===== src/hdl/icc_pkg.sv =====
// constants, register map and types for the two-wire controller
// clear-on-read and enable control block
// assumes one controller clock; engine events arrive on that clock
// Summary of operation
// - abort clear read clears flag and cause
// - abort clear read releases transmit FIFO hold
// - cause bit 9 survives the clearing read
// - receive-done clear read clears bit 7
// - activity clear only when bus idle
// - hardware clears activity when disabled and idle
// - activity clear read returns activity flag
// - stop clear read clears bit 9
// - start clear read clears bit 10
// - general call clear read clears bit 11
// - block bit holds off master transmission
// - block clear starts transmission on data
// - abort: stop, flush, flag, self clear
// - abort set only when enabled, cleared only by hardware
// - disable flushes both FIFOs after idle
// - enable changes act after two cycles
package icc_pkg;

    localparam int ADDR_W = 32;
    localparam int DATA_W = 32;

    // register byte addresses
    localparam logic [ADDR_W-1:0] ADDR_ABORT_CLR = 32'h5002_0354;
    localparam logic [ADDR_W-1:0] ADDR_RXDONE_CLR = 32'h5002_0358;
    localparam logic [ADDR_W-1:0] ADDR_ACT_CLR = 32'h5002_035c;
    localparam logic [ADDR_W-1:0] ADDR_STOP_CLR = 32'h5002_0360;
    localparam logic [ADDR_W-1:0] ADDR_START_CLR = 32'h5002_0364;
    localparam logic [ADDR_W-1:0] ADDR_GCALL_CLR = 32'h5002_0368;
    localparam logic [ADDR_W-1:0] ADDR_ENABLE = 32'h5002_036c;
    localparam logic [ADDR_W-1:0] ADDR_RAW_STAT = 32'h5002_03a0;
    localparam logic [ADDR_W-1:0] ADDR_CAUSE = 32'h5002_03a4;
    localparam logic [ADDR_W-1:0] ADDR_IRQ_STAT = 32'h5002_03a8;
    localparam logic [ADDR_W-1:0] ADDR_IRQ_MASK = 32'h5002_03ac;
    localparam logic [ADDR_W-1:0] ADDR_STRIDE = 32'h0000_0004;

    // event flags, in raw status order starting at bit 6
    localparam int NUM_FLAGS = 6;
    localparam int FL_ABORT = 0;
    localparam int FL_RXDONE = 1;
    localparam int FL_ACT = 2;
    localparam int FL_STOP = 3;
    localparam int FL_START = 4;
    localparam int FL_GCALL = 5;
    localparam int RAW_FIRST_BIT = 6;

    // enable register fields
    localparam int ENA_EN_BIT = 0;
    localparam int ENA_ABORT_BIT = 1;
    localparam int ENA_BLOCK_BIT = 2;

    // abort cause bit that a clearing read leaves alone
    localparam int CAUSE_KEEP_BIT = 9;

    // block interrupt status and mask fields
    localparam int IRQ_W = 2;
    localparam int IRQ_ABORT_DONE = 0;
    localparam int IRQ_DISABLED = 1;

    // enable latency in controller clocks
    localparam int EN_LATENCY = 2;

    localparam logic [DATA_W-1:0] RST_WORD = 32'h0000_0000;

    typedef enum logic [1:0] {
        ICC_AB_IDLE = 2'b00,
        ICC_AB_REQ = 2'b01,
        ICC_AB_DONE = 2'b11
    } icc_abort_st_t;

endpackage


===== src/hdl/icc_core_if.sv =====
// signals between the control top and its flag bank and enable pipe
// assumes all three sit on the same controller clock
`timescale 1ns/1ps
`default_nettype none
interface icc_core_if;
    import icc_pkg::*;

    logic [NUM_FLAGS-1:0] hw_set;
    logic [NUM_FLAGS-1:0] hw_clr;
    logic [NUM_FLAGS-1:0] sw_clr;
    logic [NUM_FLAGS-1:0] flags;
    logic en_req;
    logic en_eff;

    modport bank (input hw_set, input hw_clr, input sw_clr, output flags);
    modport pipe (input en_req, output en_eff);
    modport top (output hw_set, output hw_clr, output sw_clr, output en_req,
                 input flags, input en_eff);
endinterface
`default_nettype wire


===== src/hdl/icc_flag_bank.sv =====
// sticky event flags with hardware set, hardware clear and read clear
// assumes set, clear and read strobes all come from the controller clock
`timescale 1ns/1ps
`default_nettype none
module icc_flag_bank
    import icc_pkg::*;
(
    // clock and reset
    input wire logic clk,
    input wire logic rst_n,
    // flag controls and values
    icc_core_if.bank fb
);
    import icc_pkg::*;

    typedef struct packed {
        logic [NUM_FLAGS-1:0] flag;
    } icc_bank_state_t;

    icc_bank_state_t st;
    icc_bank_state_t next_st;

    // next flag values, a set in the clearing cycle keeps the flag
    always_comb begin
        next_st = st;
        next_st.flag = (st.flag & ~(fb.sw_clr | fb.hw_clr)) | fb.hw_set;
    end

    // state register
    always_ff @(posedge clk or negedge rst_n) begin
        if (!rst_n) begin
            st <= '0;
        end else begin
            st <= next_st;
        end
    end

    assign fb.flags = st.flag;

    // one check per flag: a set always shows the next cycle
    for (genvar gi = 0; gi < NUM_FLAGS; gi++) begin : g_chk

    end
endmodule
`default_nettype wire


===== src/hdl/icc_en_pipe.sv =====
// delays the software enable bit before the controller acts on it
// assumes the enable request comes from a register on the same clock
`timescale 1ns/1ps
`default_nettype none
module icc_en_pipe
    import icc_pkg::*;
(
    // clock and reset
    input wire logic clk,
    input wire logic rst_n,
    // enable request and effective enable
    icc_core_if.pipe ep
);
    import icc_pkg::*;

    typedef struct packed {
        logic [EN_LATENCY-1:0] stage;
    } icc_pipe_state_t;

    icc_pipe_state_t st;
    icc_pipe_state_t next_st;

    always_comb begin
        next_st = st;
        next_st.stage = {st.stage[EN_LATENCY-2:0], ep.en_req};
    end

    // state register
    always_ff @(posedge clk or negedge rst_n) begin
        if (!rst_n) begin
            st <= '0;
        end else begin
            st <= next_st;
        end
    end

    assign ep.en_eff = st.stage[EN_LATENCY-1];
endmodule
`default_nettype wire


===== src/hdl/icc_ctrl_top.sv =====
// clear-on-read event flags, enable register and abort control
// of a two-wire serial controller, with a plain register port
// assumes the protocol engine and FIFOs share clk and drive
// their event and status inputs from flip-flops
`timescale 1ns/1ps
`default_nettype none
module icc_ctrl_top
    import icc_pkg::*;
(
    // clock and reset
    input wire logic clk,
    input wire logic rst_n,
    // register port
    input wire logic [icc_pkg::ADDR_W-1:0] reg_addr,
    input wire logic [icc_pkg::DATA_W-1:0] reg_wdata,
    input wire logic reg_wr,
    input wire logic reg_rd,
    output logic [icc_pkg::DATA_W-1:0] reg_rdata,
    // protocol engine events
    input wire logic eng_tx_abort,
    input wire logic [icc_pkg::DATA_W-1:0] eng_abort_cause,
    input wire logic eng_rx_done,
    input wire logic eng_active,
    input wire logic eng_stop_seen,
    input wire logic eng_start_seen,
    input wire logic eng_general_call_flag,
    input wire logic eng_abort_done,
    // transmit FIFO status
    input wire logic tx_fifo_nonempty,
    // engine and FIFO controls
    output logic abort_req,
    output logic tx_start_ok,
    output logic tx_fifo_flush,
    output logic rx_fifo_flush,
    output logic ctrl_enabled,
    // interrupt
    output logic irq
);
    import icc_pkg::*;

    // one-hot select of the clear register at an address
    function automatic logic [NUM_FLAGS-1:0] clr_select(input logic [ADDR_W-1:0] a);
        logic [NUM_FLAGS-1:0] sel;
        sel = '0;
        for (int i = 0; i < NUM_FLAGS; i++) begin
            sel[i] = (a == ADDR_W'(ADDR_ABORT_CLR + ADDR_STRIDE * ADDR_W'(i)));
        end
        return sel;
    endfunction

    typedef struct packed {
        logic en;
        logic abort;
        logic block;
        icc_abort_st_t ab;
        logic tx_hold;
        logic [DATA_W-1:0] cause;
        logic [IRQ_W-1:0] irq_stat;
        logic [IRQ_W-1:0] irq_mask;
        logic en_eff_q;
        logic [DATA_W-1:0] rdata;
    } icc_top_state_t;

    icc_top_state_t st;
    icc_top_state_t next_st;

    icc_core_if core ();

    logic [NUM_FLAGS-1:0] rd_sel;
    logic [DATA_W-1:0] raw_stat;
    logic [DATA_W-1:0] cause_keep;
    logic [IRQ_W-1:0] irq_events;
    logic wr_enable;
    logic wr_irq_stat;
    logic wr_irq_mask;
    logic abort_event;

    // flag bank and enable pipe
    icc_flag_bank u_bank (
        .clk(clk),
        .rst_n(rst_n),
        .fb(core.bank)
    );

    icc_en_pipe u_pipe (
        .clk(clk),
        .rst_n(rst_n),
        .ep(core.pipe)
    );

    // address decode; clear registers have no write decode at all
    // clear register writes ignored
    always_comb begin
        rd_sel = reg_rd ? clr_select(reg_addr) : '0;
        wr_enable = reg_wr && (reg_addr == ADDR_ENABLE);
        wr_irq_stat = reg_wr && (reg_addr == ADDR_IRQ_STAT);
        wr_irq_mask = reg_wr && (reg_addr == ADDR_IRQ_MASK);
    end

    // raw event status view, flags sit at bits 6 to 11
    always_comb begin
        raw_stat = '0;
        raw_stat[RAW_FIRST_BIT +: NUM_FLAGS] = core.flags;
    end

    // abort completion raises the abort flag
    assign abort_event = (st.ab == ICC_AB_DONE);

    // flag set and clear sources
    always_comb begin
        core.hw_set = '0;
        core.hw_set[FL_ABORT] = eng_tx_abort || abort_event;
        core.hw_set[FL_RXDONE] = eng_rx_done;
        // activity re-sets while the bus is busy
        core.hw_set[FL_ACT] = eng_active;
        core.hw_set[FL_STOP] = eng_stop_seen;
        core.hw_set[FL_START] = eng_start_seen;
        core.hw_set[FL_GCALL] = eng_general_call_flag;
        core.hw_clr = '0;
        core.hw_clr[FL_ACT] = !core.en_eff && !eng_active;
        core.sw_clr = rd_sel;
    end

    assign core.en_req = st.en;

    // cause bits that survive a clearing read
    always_comb begin
        cause_keep = '0;
        cause_keep[CAUSE_KEEP_BIT] = 1'b1;
    end

    // block interrupt events
    always_comb begin
        irq_events = '0;
        irq_events[IRQ_ABORT_DONE] = abort_event;
        irq_events[IRQ_DISABLED] = st.en_eff_q && !core.en_eff;
    end

    // next state of the control registers
    always_comb begin
        next_st = st;
        next_st.en_eff_q = core.en_eff;

        if (wr_enable) begin
            next_st.en = reg_wdata[ENA_EN_BIT];
            next_st.block = reg_wdata[ENA_BLOCK_BIT];
        end

        // abort may only be set, and only when enabled
        if (wr_enable && reg_wdata[ENA_ABORT_BIT] && st.en) begin
            next_st.abort = 1'b1;
        end

        unique case (st.ab)
            ICC_AB_IDLE: begin
                if (st.abort) begin
                    next_st.ab = ICC_AB_REQ;
                end
            end
            ICC_AB_REQ: begin
                if (eng_abort_done) begin
                    next_st.ab = ICC_AB_DONE;
                end
            end
            ICC_AB_DONE: begin
                next_st.ab = ICC_AB_IDLE;
                next_st.abort = 1'b0;
            end
            default: begin
                next_st.ab = ICC_AB_IDLE;
            end
        endcase

        // cause clears on read except the kept bit
        if (rd_sel[FL_ABORT]) begin
            next_st.cause = st.cause & cause_keep;
        end
        // new cause bits win over the clear
        if (eng_tx_abort) begin
            next_st.cause = next_st.cause | eng_abort_cause;
        end

        // clear read releases the transmit hold
        if (rd_sel[FL_ABORT]) begin
            next_st.tx_hold = 1'b0;
        end
        // abort flushes and holds the transmit FIFO
        if (eng_tx_abort || abort_event) begin
            next_st.tx_hold = 1'b1;
        end

        // interrupt status, write one to clear, events win
        if (wr_irq_stat) begin
            next_st.irq_stat = st.irq_stat & ~reg_wdata[IRQ_W-1:0];
        end
        next_st.irq_stat = next_st.irq_stat | irq_events;
        if (wr_irq_mask) begin
            next_st.irq_mask = reg_wdata[IRQ_W-1:0];
        end

        // read data, valid only the cycle after the read strobe
        next_st.rdata = RST_WORD;
        if (reg_rd) begin
            if (|rd_sel) begin
                next_st.rdata[0] = |(rd_sel & core.flags);
            end else if (reg_addr == ADDR_ENABLE) begin
                next_st.rdata[ENA_EN_BIT] = st.en;
                next_st.rdata[ENA_ABORT_BIT] = st.abort;
                next_st.rdata[ENA_BLOCK_BIT] = st.block;
            end else if (reg_addr == ADDR_RAW_STAT) begin
                next_st.rdata = raw_stat;
            end else if (reg_addr == ADDR_CAUSE) begin
                next_st.rdata = st.cause;
            end else if (reg_addr == ADDR_IRQ_STAT) begin
                next_st.rdata[IRQ_W-1:0] = st.irq_stat;
            end else if (reg_addr == ADDR_IRQ_MASK) begin
                next_st.rdata[IRQ_W-1:0] = st.irq_mask;
            end
        end
    end

    // state register
    always_ff @(posedge clk or negedge rst_n) begin
        if (!rst_n) begin
            st <= '{ab: ICC_AB_IDLE, default: '0};
        end else begin
            st <= next_st;
        end
    end

    // outputs
    assign reg_rdata = st.rdata;
    assign abort_req = (st.ab == ICC_AB_REQ);
    assign ctrl_enabled = core.en_eff;
    assign tx_start_ok = core.en_eff && !st.block && tx_fifo_nonempty && !st.tx_hold;
    // flush both FIFOs once disabled and idle
    assign rx_fifo_flush = !core.en_eff && !eng_active;
    assign tx_fifo_flush = rx_fifo_flush || st.tx_hold;
    assign irq = |(st.irq_stat & st.irq_mask);
endmodule
`default_nettype wire


===== config.mk =====
export PLATFORM = sky130hd
export DESIGN_NAME = icc_ctrl_top
export DESIGN_NICKNAME = d
export VERILOG_FILES = /design/src/hdl/icc_pkg.sv /design/src/hdl/icc_core_if.sv /design/src/hdl/icc_flag_bank.sv /design/src/hdl/icc_en_pipe.sv /design/src/hdl/icc_ctrl_top.sv
export SDC_FILE = /design/constraint.sdc
export NUM_CORES = 1
export LEC_CHECK = 0
export BUFFER_PORTS_ARGS = -buffer_cell sky130_fd_sc_hd__buf_2
export CAP_MARGIN = 20
export CORE_ASPECT_RATIO = 0.5
export CORE_MARGIN = 4
export CORE_UTILIZATION = 44
export DETAILED_ROUTE_END_ITERATION = 6
export HOLD_SLACK_MARGIN = 0.12
export PLACE_DENSITY = 0.74
export SETUP_SLACK_MARGIN = 0.4
export SYNTH_ARGS = -nofsm -noshare
export SYNTH_HDL_FRONTEND = slang
export SYNTH_HIERARCHICAL = 1
export SYNTH_SLANG_ARGS = --single-unit

===== constraint.sdc =====
create_clock -name clk -period 1.4 [get_ports clk]
set_input_delay 0.28 -clock clk [delete_from_list [all_inputs] [get_ports clk]]
set_output_delay 0.28 -clock clk [all_outputs]
set_load 0.1 [all_outputs]

==> out/summary.txt <==
max-slew violation count: 0
final hold slack: 0.1347 ns
Ant. Diodes: 0
Mean Syn Cell Area: 12.12 um^2
Max H-tree Level: 3
Lkg Pwr: 2.946 nW
Seq/Total Area, Yosys: 57.10%
Die Ht: 72.29 um
crit share post-route: 115.9%
Least-Margin Pin Slew: 0.6423 ns
FP Rows: 23
slack of the critical path: -0.2232 ns
first-pass GRT wire length: 15.72 mm
CTS tree: yes
Slew HR: 57.18%
Root Buffer: clkbuf_16
most common cell after layout, fill and taps aside: dfrtp_1
crit path max fanout: 8
CTS sink count: 83
RSZ-0062 raised after global routing: true
effective utilization at floorplan: 45.30%
CP max-delay cell: nor4_4
vias per cell: 5.152
clock latency on the worst-skew pair: 0.34 ns
Power Density: 867.4 nW/um^2
fill cell count: 488
cell chain of the critical path: buf_6 > nor4_4 > nand4_4 > nor2_4 > buf_6 > nand4_1 > buf_6 > buf_12 > buf_16 > a22o_1
TritonRoute pass-1 iters: 7
Crit Path Category: input pin to register
CP endpoint kind: register
vias in the first global route: 3089
Clock Skew: 0.008068 ns
post-synthesis cell type count: 42
# nets final: 570
CP peak stage delay: 0.32 ns
f_max: 616.1 MHz
max cap viols: 0
clk slew on worst S/H paths: 0.06 ns
DR vias: 2983
TritonCTS Buffers: 9
Most common cell on crit path: buf_6
violated checks: negative setup slack
Post-DP HPWL: 6.062 mm
number of port buffers: 116
Pwr Total: 5.265 mW
global placement routability congestion: 0.8863
Hold Crit Class: input pin to register
synthesis-stage register bit count: 83
met2 Track Usage GR: 34.35%
post-layout util: 75.60%
GRT Util Overall: 21.05%
non-filler instance count after layout: 579
core area: 8029 um^2
full die area: 9873 um^2
arrival time at the worst endpoint: 1.85 ns
commonest cells after routing, fill and taps aside: dfrtp_1 (80), buf_2 (71), buf_12 (45), buf_4 (44), a22o_1 (35)
placed insts: 523
area grow syn2layout: 66.87%
DP Area: 4578 um^2
mapped cell area: 3637 um^2
gate count after technology mapping: 300
YS warnings: 6
fin area: 6070 um^2
final hold vios: 0
initial antenna violation count: 0
WP data required: 1.63 ns
Post-DRT Antenna Nets: 0
detailed-route DRC error count: 0
Top Ports: 146
Post-Route WL: 10.08 mm
setup TNS: -9.782 ns
largest net degree at the start of global routing: 40
met3 global-route usage: 6.233%
wire length per cell: 17.40 um
total grt overflow: 0
1st-iter DRT viols: 155
die width: 136.6 um
Max IR drop VDD: 522.7 uV
ratio of cells with drive above 1 in the final layout: 56.10%
CP startpoint kind: input pin
pre-CTS setup slack: -0.4425 ns
GRT busiest layer: met2
count of final setup violators: 74
minimum clock period: 1.623 ns
clock tree buffer depth: 2
met1 capacity usage during global routing: 27.14%
outcome: complete, but fails checks
worst max-delay path, delay by kind of cell:
kind	cells	cell delay, ns
and+or+nand+nor	4	0.71
buffers and inverters	5	0.65
AOI/OAI and AO/OA	1	0.20
final cells by class:
type / instances / area, um^2 / area share [%]
Tap cell: 112 / 140.1 / 2.309
Timing Repair Buffer: 191 / 2042 / 33.64
Sequential cell: 83 / 2083 / 34.32
Clock inverter: 4 / 56.30 / 0.9276
Clock buffer: 12 / 256.5 / 4.226
Inverter: 3 / 13.76 / 0.2268
Multi-Input combinational cell: 174 / 1478 / 24.35
where the power goes:
part	total [mW]	leakage, nW	switching (mW)	internal (mW)
Combinational	0.427	1.83	0.219	0.208
Sequential	2.42	0.964	0.0104	2.41
Clock	2.42	0.153	0.925	1.49
layer usage:
metal  up-vias  share of wire, %
met5         -                 0
met4         0               1.7
met3        21               5.9
met2       115                49
met1      1480                43
li1       1367                 -
logic make-up (layout without fill, tap and decap cells):
kind of cell	Yosys count	after routing	share of synthesized area, %
compound gates	59	59	13.21
mux	12	12	3.543
simple gates	98	98	17.68
other cells	1	5	0.1031
buf+inv	47	210	8.359
flops	83	83	57.10
path summary, 6_finish.rpt:
check	from	to	depth (start not counted)	slack (ns)
min reg2reg	u_pipe/st[0]	u_pipe/st[1]	0	0.36
max in group asynchronous	rst_n	reg_rdata[17]	3	0.55
max reg2reg	st[35]	reg_rdata[0]	5	0.03
min in group asynchronous	rst_n	u_bank/fb.flags[1]	2	0.38
max	reg_addr[23]	st[48]	10	-0.22
min	eng_stop_seen	u_bank/fb.flags[3]	2	0.13
sequential cells by signal, indices dropped and copies added (netlist names):
| name | cells |
|---|---|
| st | 42 |
| reg_rdata | 32 |
| core.en_req | 1 |
| u_pipe/st | 2 |
| u_bank/fb.flags | 6 |
cells in the mapped netlist:
cell,number,area [um^2]
dfrtp_1,83,2077
a22o_1,36,315.3
buf_4,32,240.2
and2_1,25,156.4
nor2_1,22,82.58
a21o_1,9,67.56
nand2_1,6,22.52
nor3_1,6,30.03
clkbuf_1,5,18.77
mux2_2,5,56.30
mux2i_1,5,50.05
nand3_1,5,25.02
nor2b_1,5,31.28
a21oi_1,4,20.02
buf_2,4,20.02
nand2b_1,4,25.02
nand4_1,4,25.02
nor4_4,4,85.08
and4bb_2,3,37.54
inv_1,3,11.26
nor4_1,3,18.77
a32oi_1,2,17.52
and4_1,2,17.52
clkbuf_2,2,10.01
mux2_1,2,22.52
nor4b_1,2,17.52
or2_2,2,12.51
a21bo_2,1,10.01
a22oi_1,1,7.510
a31o_2,1,8.760
a31oi_1,1,6.260
a41oi_1,1,8.760
buf_1,1,3.750
conb_1,1,3.750
nand2_2,1,6.260
nand3_2,1,10.01
nand3b_1,1,7.510
nand4_4,1,21.27
nor2_4,1,11.26
o21a_1,1,7.510
o21ai_0,1,5.000
o22ai_1,1,6.260
repair_timing:
action | in CTS | in global routing
setup endpoints to repair | 115 | 115
endpoints found under the hold margin | 86 | 0
resized for setup | 167 | 21
pin swaps | 18 | 14
gates cloned | 6 | 1
setup buffers | 16 | 13
hold buffers | 4 | 0
Power figures use the tool's default switching activity.
